--- config.mk ---
export PLATFORM = sky130hd
export DESIGN_NAME = rx_address_match_table
export DESIGN_NICKNAME = d
export VERILOG_FILES = /design/src/hdl/addr_match_pkg.sv /design/src/hdl/rx_address_match_table.sv
export SDC_FILE = /design/constraint.sdc
export NUM_CORES = 1
export LEC_CHECK = 0
export BUFFER_PORTS_ARGS = -buffer_cell sky130_fd_sc_hd__buf_2
export CAP_MARGIN = 20
export CORE_ASPECT_RATIO = 2
export CORE_MARGIN = 1
export CORE_UTILIZATION = 40
export DETAILED_ROUTE_END_ITERATION = 10
export PLACE_DENSITY = 0.55
export SLEW_MARGIN = 0
export SYNTH_ARGS = -nofsm -noshare
export SYNTH_HDL_FRONTEND = slang
export SYNTH_SLANG_ARGS = --single-unit
--- constraint.sdc ---
create_clock -name mclk -period 7.12 [get_ports mclk]
set_input_delay 0 -clock mclk [delete_from_list [all_inputs] [get_ports mclk]]
set_output_delay 0 -clock mclk [all_outputs]
set_load 0.02 [all_outputs]
--- src/hdl/addr_match_pkg.sv ---
package addr_match_pkg;

  // ****************************************
  // register offsets (byte addresses)
  // ****************************************
  localparam logic [7:0] OFF_SELECT = 8'h00;
  localparam logic [7:0] OFF_HIGH = 8'h04;
  localparam logic [7:0] OFF_LOW = 8'h08;
  localparam logic [7:0] OFF_STATUS = 8'h0C;

  // ****************************************
  // field positions
  // ****************************************
  localparam int VALID_BIT = 20;
  localparam int MATCH_BIT = 19;
  localparam int CHAN_MSB = 18;
  localparam int CHAN_LSB = 16;
  localparam int SEL_MSB = 2;
  localparam int GROUP_BIT = 40;
  localparam int HIGH_GROUP_BIT = 0;
  localparam int STAT_KIND_LSB = 8;
  localparam int STAT_ENTRY_LSB = 4;

  // ****************************************
  // sizes and reset values
  // ****************************************
  localparam int ENTRIES = 8;
  localparam logic [2:0] SELECT_RESET = 3'h0;
  localparam logic [31:0] HIGH_RESET = 32'h0000_0000;
  localparam logic [52:0] ENTRY_RESET = 53'h0_0000_0000_0000;

  typedef struct packed {
    logic valid;
    logic match_or_discard_select;
    logic [2:0] channel;
    logic [47:0] station;
  } entry_t;

  typedef enum logic [1:0] {
    RES_NONE = 2'b00,
    RES_MATCH = 2'b01,
    RES_DISCARD = 2'b10
  } result_t;

endpackage

--- src/hdl/rx_address_match_table.sv ---
// The APB slave port and the register addresses were chosen for this implementation.
`timescale 1ns/1ns

// Summary of operation
// - only valid entries take part in matching
// - match bit set: entry is a match address
// - match bit clear: entry filters packets out
// - channel field picks one of eight channels
// - channel ignored for filter entries
// - low register holds address bytes 0, 1
// - high register holds address bytes 2 to 5
// - group bit forced zero, reads zero
// - low register write commits the entry
// - address bytes and select reset to zero
module rx_address_match_table
  import addr_match_pkg::*;
(
  // clock and reset
  input wire logic mclk,
  input wire logic reset_n,
  // apb slave
  input wire logic psel,
  input wire logic penable,
  input wire logic pwrite,
  input wire logic [7:0] paddr,
  input wire logic [31:0] pwdata,
  output logic [31:0] prdata,
  output logic pready,
  output logic pslverr,
  // destination address from receive path
  input wire logic rx_addr_valid,
  input wire logic [47:0] rx_dest_addr,
  // match verdict
  output logic rx_result_valid,
  output logic rx_result_match,
  output logic rx_result_discard,
  output logic [2:0] rx_result_channel
);

  // ****************************************
  // state
  // ****************************************
  typedef struct packed {
    entry_t [ENTRIES-1:0] table_mem;
    logic [2:0] entry_select;
    logic [31:0] high_stage;
    logic [31:0] rdata;
    logic ready;
    logic slverr;
    logic res_valid;
    result_t res_kind;
    logic res_match;
    logic res_discard;
    logic [2:0] res_channel;
    logic [2:0] res_entry;
  } state_t;

  localparam state_t STATE_RESET = '{
    table_mem: {ENTRIES{ENTRY_RESET}},
    entry_select: SELECT_RESET,
    high_stage: HIGH_RESET,
    rdata: 32'h0000_0000,
    ready: 1'b0,
    slverr: 1'b0,
    res_valid: 1'b0,
    res_kind: RES_NONE,
    res_match: 1'b0,
    res_discard: 1'b0,
    res_channel: 3'h0,
    res_entry: 3'h0
  };

  state_t s_reg;
  state_t s_next;

  logic setup_phase;
  logic write_taken;
  logic hit_select;
  logic hit_high;
  logic hit_low;
  logic hit_status;
  logic mapped;
  entry_t sel_entry;
  logic [31:0] select_view;
  logic [31:0] low_view;
  logic [31:0] status_view;
  logic [47:0] staged_station;
  logic [ENTRIES-1:0] entry_match;
  logic [ENTRIES-1:0] entry_discard;
  logic [ENTRIES-1:0][2:0] entry_chan;
  logic match_hit;
  logic discard_hit;
  logic [2:0] match_chan;
  logic [2:0] match_idx;
  logic [2:0] discard_idx;
  result_t win_kind;
  logic [2:0] win_chan;
  logic [2:0] win_entry;

  // ****************************************
  // per-entry compare
  // ****************************************
  for (genvar g = 0; g < ENTRIES; g++) begin : g_cmp
    entry_compare entry_compare_i (
      .entry(s_reg.table_mem[g]),
      .dest_addr(rx_dest_addr),
      .match_hit(entry_match[g]),
      .discard_hit(entry_discard[g]),
      .hit_channel(entry_chan[g])
    );
  end

  // ****************************************
  // next state
  // ****************************************
  always_comb begin
    // ****************************************
    // defaults
    // ****************************************
    s_next = s_reg;

    // ****************************************
    // address decode
    // ****************************************
    hit_select = paddr == OFF_SELECT;
    hit_high = paddr == OFF_HIGH;
    hit_low = paddr == OFF_LOW;
    hit_status = paddr == OFF_STATUS;
    mapped = hit_select || hit_high || hit_low || hit_status;
    setup_phase = psel && !penable;
    write_taken = psel && penable && s_reg.ready && pwrite;

    // ****************************************
    // apb handshake
    // ****************************************
    // ready in the first access cycle, no wait states
    s_next.ready = setup_phase;
    s_next.slverr = setup_phase && !mapped;

    // ****************************************
    // read views
    // ****************************************
    // low reads show the committed entry, not the staged one
    sel_entry = s_reg.table_mem[s_reg.entry_select];
    select_view = 32'h0000_0000;
    select_view[SEL_MSB:0] = s_reg.entry_select;
    low_view = 32'h0000_0000;
    low_view[VALID_BIT] = sel_entry.valid;
    low_view[MATCH_BIT] = sel_entry.match_or_discard_select;
    low_view[CHAN_MSB:CHAN_LSB] = sel_entry.channel;
    low_view[15:8] = sel_entry.station[7:0];
    low_view[7:0] = sel_entry.station[15:8];
    status_view = 32'h0000_0000;
    status_view[STAT_KIND_LSB+1:STAT_KIND_LSB] = s_reg.res_kind;
    status_view[STAT_ENTRY_LSB+2:STAT_ENTRY_LSB] = s_reg.res_entry;
    status_view[2:0] = s_reg.res_channel;

    // ****************************************
    // register read
    // ****************************************
    if (setup_phase) begin
      case (paddr)
        OFF_SELECT: begin
          s_next.rdata = select_view;
        end
        OFF_HIGH: begin
          s_next.rdata = s_reg.high_stage;
        end
        OFF_LOW: begin
          s_next.rdata = low_view;
        end
        OFF_STATUS: begin
          s_next.rdata = status_view;
        end
        default: begin
          s_next.rdata = 32'h0000_0000;
        end
      endcase
    end

    // ****************************************
    // staged entry
    // ****************************************
    // bytes in wire order, group bit cleared
    staged_station[47:40] = s_reg.high_stage[7:0];
    staged_station[39:32] = s_reg.high_stage[15:8];
    staged_station[31:24] = s_reg.high_stage[23:16];
    staged_station[23:16] = s_reg.high_stage[31:24];
    staged_station[15:8] = pwdata[7:0];
    staged_station[7:0] = pwdata[15:8];
    staged_station[GROUP_BIT] = 1'b0;

    // ****************************************
    // register write, at the access edge only
    // ****************************************
    if (write_taken) begin
      case (paddr)
        OFF_SELECT: begin
          s_next.entry_select = pwdata[SEL_MSB:0];
        end
        OFF_HIGH: begin
          // staged only, no table change
          s_next.high_stage = pwdata;
          s_next.high_stage[HIGH_GROUP_BIT] = 1'b0;
        end
        OFF_LOW: begin
          // commit the full 53-bit entry
          s_next.table_mem[s_reg.entry_select].valid =
            pwdata[VALID_BIT];
          s_next.table_mem[s_reg.entry_select].match_or_discard_select =
            pwdata[MATCH_BIT];
          s_next.table_mem[s_reg.entry_select].channel =
            pwdata[CHAN_MSB:CHAN_LSB];
          s_next.table_mem[s_reg.entry_select].station = staged_station;
        end
        default: begin
        end
      endcase
    end

    // ****************************************
    // address compare
    // ****************************************
    match_hit = 1'b0;
    discard_hit = 1'b0;
    match_chan = 3'h0;
    match_idx = 3'h0;
    discard_idx = 3'h0;
    // walk down so the lowest index is left
    for (int i = ENTRIES - 1; i >= 0; i--) begin
      if (entry_match[i]) begin
        match_hit = 1'b1;
        match_chan = entry_chan[i];
        match_idx = 3'(i);
      end
      if (entry_discard[i]) begin
        discard_hit = 1'b1;
        discard_idx = 3'(i);
      end
    end

    // ****************************************
    // priority: any filter hit discards
    // ****************************************
    if (discard_hit) begin
      win_kind = RES_DISCARD;
      win_chan = 3'h0;
      win_entry = discard_idx;
    end else if (match_hit) begin
      win_kind = RES_MATCH;
      win_chan = match_chan;
      win_entry = match_idx;
    end else begin
      win_kind = RES_NONE;
      win_chan = 3'h0;
      win_entry = 3'h0;
    end

    // ****************************************
    // verdict, flagged for one cycle
    // ****************************************
    s_next.res_valid = 1'b0;
    if (rx_addr_valid) begin
      s_next.res_valid = 1'b1;
      s_next.res_kind = win_kind;
      s_next.res_match = win_kind == RES_MATCH;
      s_next.res_discard = win_kind == RES_DISCARD;
      s_next.res_channel = win_chan;
      s_next.res_entry = win_entry;
    end
  end

  // ****************************************
  // registers
  // ****************************************
  always_ff @(posedge mclk or negedge reset_n) begin
    if (!reset_n) begin
      s_reg <= STATE_RESET;
    end else begin
      s_reg <= s_next;
    end
  end

  // ****************************************
  // outputs
  // ****************************************
  assign prdata = s_reg.rdata;
  assign pready = s_reg.ready;
  assign pslverr = s_reg.slverr;
  assign rx_result_valid = s_reg.res_valid;
  assign rx_result_match = s_reg.res_match;
  assign rx_result_discard = s_reg.res_discard;
  assign rx_result_channel = s_reg.res_channel;

endmodule // rx_address_match_table

// ****************************************
// one entry against the frame address
// ****************************************
module entry_compare
  import addr_match_pkg::*;
#(
  parameter int ADDR_BYTES = 6
)
(
  // stored entry
  input wire entry_t entry,
  // frame destination address
  input wire logic [47:0] dest_addr,
  // hit flags
  output logic match_hit,
  output logic discard_hit,
  output logic [2:0] hit_channel
);

  logic [ADDR_BYTES-1:0] byte_same;
  logic same_addr;
  logic entry_live;

  // ****************************************
  // byte compare
  // ****************************************
  for (genvar b = 0; b < ADDR_BYTES; b++) begin : g_byte
    assign byte_same[b] = entry.station[8*b +: 8] == dest_addr[8*b +: 8];
  end

  // ****************************************
  // hit flags
  // ****************************************
  always_comb begin
    entry_live = entry.valid;
    same_addr = &byte_same;
    match_hit = entry_live && same_addr &&
                entry.match_or_discard_select;
    discard_hit = entry_live && same_addr &&
                  !entry.match_or_discard_select;
    // a filter entry never steers
    hit_channel = entry.match_or_discard_select ? entry.channel : 3'h0;
  end

endmodule // entry_compare

[Word level (Yosys, flattened, before mapping)]
Index checks and enable logic that the tools add are counted.
Storage, ports and cells
  register bits after elaboration: 503
  input port bits: 94
  output and inout port bits: 40
  word-level logic and storage cells: 223
Operators by class
  magnitude comparators: 2
  equal/unequal tests: 53
  mux-type cells: 70
  reduce and logical (&&, ||, !) cells: 55
Operator list (count)
  $bwmux 424: 4
  $demux 53 s3: 4
  $eq 8x8->1: 48
  $bmux 53 s3: 1
  $pmux 32 s4: 1
  $mux 3: 36
  $mux 53: 2
  $mux 52: 1
  $mux 51: 1
  $mux 48: 1
  $reduce_and 6->1: 8
  $logic_and 1x1->1: 30
  $mux 1: 17
  $eq 8x4->1 const B: 2
  $mux 11: 1
  $logic_not 1->1: 10
  $eq 8x3->1 const B: 1
  $logic_not 8->1: 1
  $reduce_and 2->1: 3
  $lt 3x4->1 const B: 1
  $ge 3x1->1 const B: 1
  $logic_or 1x1->1: 3
  $eq 2x1->1 const B: 1
  $eq 2x2->1 const B: 1
  $mux 2: 1

[Longest topological paths before layout]
  depth after elaboration: 16
  gate-level depth with buffers: 10
  gate-level depth less buffers: 8

[Hierarchy]
A second synthesis with hierarchy kept.
Unflattened totals
  cell total of the unflattened synthesis: 1989
  area total of the unflattened synthesis: 25259.2 µm²
By module, submodules not included
  rx_address_match_table: instances 1, cells an instance 1341, area each 20594.8 µm²
  entry_compare: instances 8, cells an instance 81, area each 583.1 µm²

[Least setup slack after synthesis]
No wires, ideal clock.
  path type: register to register
  start: register s_reg[198] in the netlist's numbering
  end: register s_reg (netlist bit rx_result_channel[1])
  arrival time: 2.197 ns
  required time: 6.990 ns
  slack: 4.793 ns
  cell stages (with the launch flop): 8
  buffers on the path: 0
  period minus slack after synthesis: 2.327 ns
  cell sequence: dfrtp_1 xor2_1 nor4_1 nand4_1 nor4_2 mux2_2 a311oi_1 o31ai_1
Between the ends
  cells in the longest elaborated chain, start to end: 9
  elaborated cells between the ends (all ways): 16
  those cells by class: 1 x eq/ne; 11 x mux; 4 x reduce/logical
Ends and longest elaborated chain
  start: declaration: line rx_address_match_table.sv:73  | state_t s_reg;
  start signal: assignment: line rx_address_match_table.sv:280  | s_reg <= s_next;
  $eq 8x8->1 (*): line rx_address_match_table.sv:324  | assign byte_same[b] = entry.station[8*b +: 8] == dest_addr[8*b +: 8];
  $reduce_and 6->1 (*): line rx_address_match_table.sv:332  | same_addr = &byte_same;
  $logic_and 1x1->1 (*): line rx_address_match_table.sv:333, rx_address_match_table.sv:335
  $logic_and 1x1->1: line rx_address_match_table.sv:333  | match_hit = entry_live && same_addr &&
  $mux 3 / $mux 1 (equally long branches) (3 in series): line rx_address_match_table.sv:231  | if (entry_match[i]) begin
  $mux 3: line rx_address_match_table.sv:249  | end else if (match_hit) begin
  $mux 3 (*): line rx_address_match_table.sv:245  | if (discard_hit) begin
Mark *: on every way between the ends. The rest lies on a longest branch, timed or not.
A chain may end at the register's enable or synchronous reset.

[Final worst setup path]
  start: register s_reg[445] in the netlist's numbering
  end: register s_reg[1] in the netlist's numbering
Between the ends
  cells in the longest elaborated chain, start to end: 13
  elaborated cells between the ends (all ways): 35
  those cells by class: 1 x eq/ne; 30 x mux; 4 x reduce/logical
Ends and longest elaborated chain (line)
  $eq 8x8->1 (*): rx_address_match_table.sv:324
  $reduce_and 6->1 (*): rx_address_match_table.sv:332
  $logic_and 1x1->1 (*): rx_address_match_table.sv:333, rx_address_match_table.sv:335
  $logic_and 1x1->1: rx_address_match_table.sv:333
  $mux 3 / $mux 1 (equally long branches) (7 in series): rx_address_match_table.sv:231
  $mux 3: rx_address_match_table.sv:249
  $mux 3 (*): rx_address_match_table.sv:245
Marks and branches as above.

==> out/summary.txt <==
Status - complete, no violations
Vias in the first global route - 18245
Post-route ant nets - 0
Period utilization - 0.5113
CP Data Required Time - 7640 ps
CTS sink cnt - 494
Later-pin clock latency in the skew report - 600 ps
Adder-Cell Fraction of Synth Area - 0
TNS Setup - 0 ps
Initial antenna violation count - 6
Placed cell areas - 26430 um2
Number of synthesized register bits - 494
CP arrival - 4160 ps
Worst-path clk slew - 70 ps
CTS Root Buffer Type - clkbuf_16
Pre-antenna DRT Iters - 6
Syn_area_per_cell - 12.10 um2
Max_cap viols - 0
Fmax - 274.7 MHz
Layout cells sized above 1 - 0.3347
Final Cell Area - 28370 um2
Worst slew margin - 0.2392
Nature of the critical path endpoint - register
Top delay family on crit path - simple AND/OR/NAND/NOR gates
Num rows - 130
Fin crit period - 3641 ps
Post-synthesis mux area share - 0.2247
Area Growth Syn to Fin - 11.17%
DIE WIDTH - 180.6 um
Critical-path cell list - xor2_1, nor4_1, nand4_1, nor4_1, a31oi_1, o21ai_0, nand4_1, a31oi_1
Type of the worst min-delay path - in2reg
Final worst slack - 3479 ps
CP Max Fanout - 5
Total gr overflow - 0
DRT Wirelength - 104200 um
Register area share after synthesis - 0.4843
Syn Std Cell Area - 25520 um2
WHS - 34.23 ps
Setup Skew - 13.88 ps
DIE HEIGHT - 359.2 um
RePlAce Congestion - 1.002
Synth Flop Type - dfrtp_1
VDD IR max - 0.2039 mV
Worst Setup Start Kind - register
Distinct cell type count after synthesis - 64
# fillers - 5888
First DRT Iteration DRCs - 1231
I/O pins - 134
Hold Vio Cnt, Final - 0
Core ar. - 62950 um2
IO buf count - 133
Post-CTS Setup Bufs - 0
Pre-CTS setup slack - 3040 ps
Largest net degree at the start of global routing - 145
YS warnings - 0
Synth Area in Compound Gates - 0.04397
Synth Area in XOR/XNOR - 0.1215
CP Class - reg2reg
Critical path buffers and inverters - 0
CTS Buf Count - 47
Vias per cell - 5.960
DRC viols - 0
Post_cts resized - 0
CTS tree - done
H-tree levels - 2
Ys async rst share - 1.000
Slowest CP cell - nor4_1
Initial core utilization - 0.4055
Max-slew violation count - 0
Largest family of logic cells by synthesized area - multiplexers
First-pass GRT wire length - 145300 um
Clock Path Buffers - 3
Final setup viols - 0
Wire length per cell - 34.81 um
Max incr delay on CP - 950 ps
Max reg flops - 455
Post-synth EDFFs - 0
Total Nets Final - 2256
Cells after Synth - 2110
Worst-Margin Slew - 1131 ps
Synthesized Nets - 2204
CTS Hold Buffers Added - 37
HPWL after DPL - 75920 um
Via count - 17849
Simple-gate area share of the yosys netlist - 0.07819
Total global-route track usage - 0.3247
RSZ-0062 raised after global routing - no
Lkg Pwr - 13.36 nW
PD cells - 205.6 nW/um2
Die area - 64880 um2
layout by cell type, fill, tap and decap left out, types with 4 or more instances in the layout:
| cell | n |
|---|---|
| nand3_1 | 20 |
| mux2_2 | 446 |
| inv_1 | 31 |
| diode_2 | 4 |
| o221ai_1 | 6 |
| nand4_1 | 63 |
| and2_1 | 6 |
| clkinv_2 | 10 |
| a31oi_1 | 7 |
| xnor2_1 | 171 |
| or4_1 | 5 |
| nand2b_1 | 16 |
| nor2_1 | 68 |
| o2111ai_1 | 4 |
| dfrtp_1 | 491 |
| mux2i_1 | 24 |
| and3_1 | 4 |
| a21oi_1 | 42 |
| nor2b_1 | 8 |
| clkbuf_16 | 48 |
| clkinvlp_4 | 4 |
| and4_1 | 5 |
| dlygate4sd3_1 | 37 |
| clkbuf_1 | 11 |
| mux4_2 | 20 |
| nor3_1 | 7 |
| buf_4 | 30 |
| nand2_1 | 76 |
| a22oi_1 | 6 |
| bufinv_16 | 4 |
| xor2_1 | 183 |
| o21ai_0 | 44 |
| o21a_1 | 6 |
| buf_2 | 133 |
| a221oi_1 | 22 |
| nor4_1 | 65 |
| clkbuf_8 | 6 |
Yosys cell counts, drive strengths merged, types with 7 or more instances:
| library cell | n | share of area |
|---|---|---|
| a221oi | 22 | 0.0075 |
| nand4 | 64 | 0.016 |
| mux2i | 24 | 0.0094 |
| xor2 | 183 | 0.063 |
| xnor2 | 171 | 0.059 |
| a31oi | 7 | 0.0017 |
| buf | 133 | 0.032 |
| nor2b | 9 | 0.0022 |
| o21ai | 44 | 0.0086 |
| mux2 | 448 | 0.20 |
| nor2 | 71 | 0.011 |
| mux4 | 20 | 0.018 |
| nor3 | 10 | 0.0028 |
| nand2b | 18 | 0.0044 |
| clkbuf | 67 | 0.011 |
| nand2 | 77 | 0.011 |
| nor4 | 68 | 0.017 |
| nand3 | 21 | 0.0041 |
| dfrtp | 494 | 0.48 |
| or4 | 8 | 0.0025 |
| a21oi | 42 | 0.0082 |
| inv | 31 | 0.0046 |
final timing paths:
kind	from	to	cells past startpoint	slack, ps
max	s_reg[445]	s_reg[1]	8	3480
min	paddr[2]	prdata[0]	4	30
max reg2reg	s_reg[445]	s_reg[1]	8	3480
min reg2reg	prdata[28]	prdata[28]	2	470
max in group asynchronous	reset_n	s_reg[79]	3	5560
min in group asynchronous	reset_n	pslverr	2	70
final cells by class:
type	count	area (um2)	area share
multi-input combinational	1384	12010	0.4234
inverter	32	120.1	0.004233
timing repair buffer	203	1316	0.04639
clock inverter	21	234.0	0.008246
antenna	4	10.01	0.0003528
tap	792	991.0	0.03492
clock buffer	65	1325	0.04670
sequential	494	12370	0.4358
cell families after synthesis:
family,after synthesis
flip-flops,494
buffers and inverters,232
AO/OA/AOI/OAI,168
multiplexers,492
AND/OR/NAND/NOR,370
XOR/XNOR,354
worst min-delay path: stages:
cell     delay, ps
buf_2          220
nor2_1         130
a22oi_1         90
o21ai_0        140
routing by layer:
metal	wire [um]	track usage	up-vias
met3	4797	0.03596	273
met4	11250	0.2940	2
met5	10	0	-
li1	-	-	7499
met1	36460	0.3509	9370
met2	51730	0.5580	705
per-stage QoR:
| step | cells | power, mW | util |
|---|---|---|---|
| finish | 2995 | 5.835 | 0.4508 |
| CTS | 2990 | 5.877 | 0.4505 |
| global placement | 2867 | 3.240 | 0.4199 |
| detailed placement | 2867 | 3.241 | 0.4199 |
| global route | 2993 | 5.989 | 0.4507 |
| floorplan | 2110 | 3.022 | - |
power by group:
group / switching, mW / leakage (nW) / internal (mW) / total [mW]
logic: 0.284 / 5.73 / 0.104 / 0.388
registers: 0.00835 / 6.87 / 2.81 / 2.82
clock network: 1.17 / 0.760 / 1.46 / 2.63
total: 1.47 / 13.4 / 4.37 / 5.83
(Power assumes the default switching activity.)
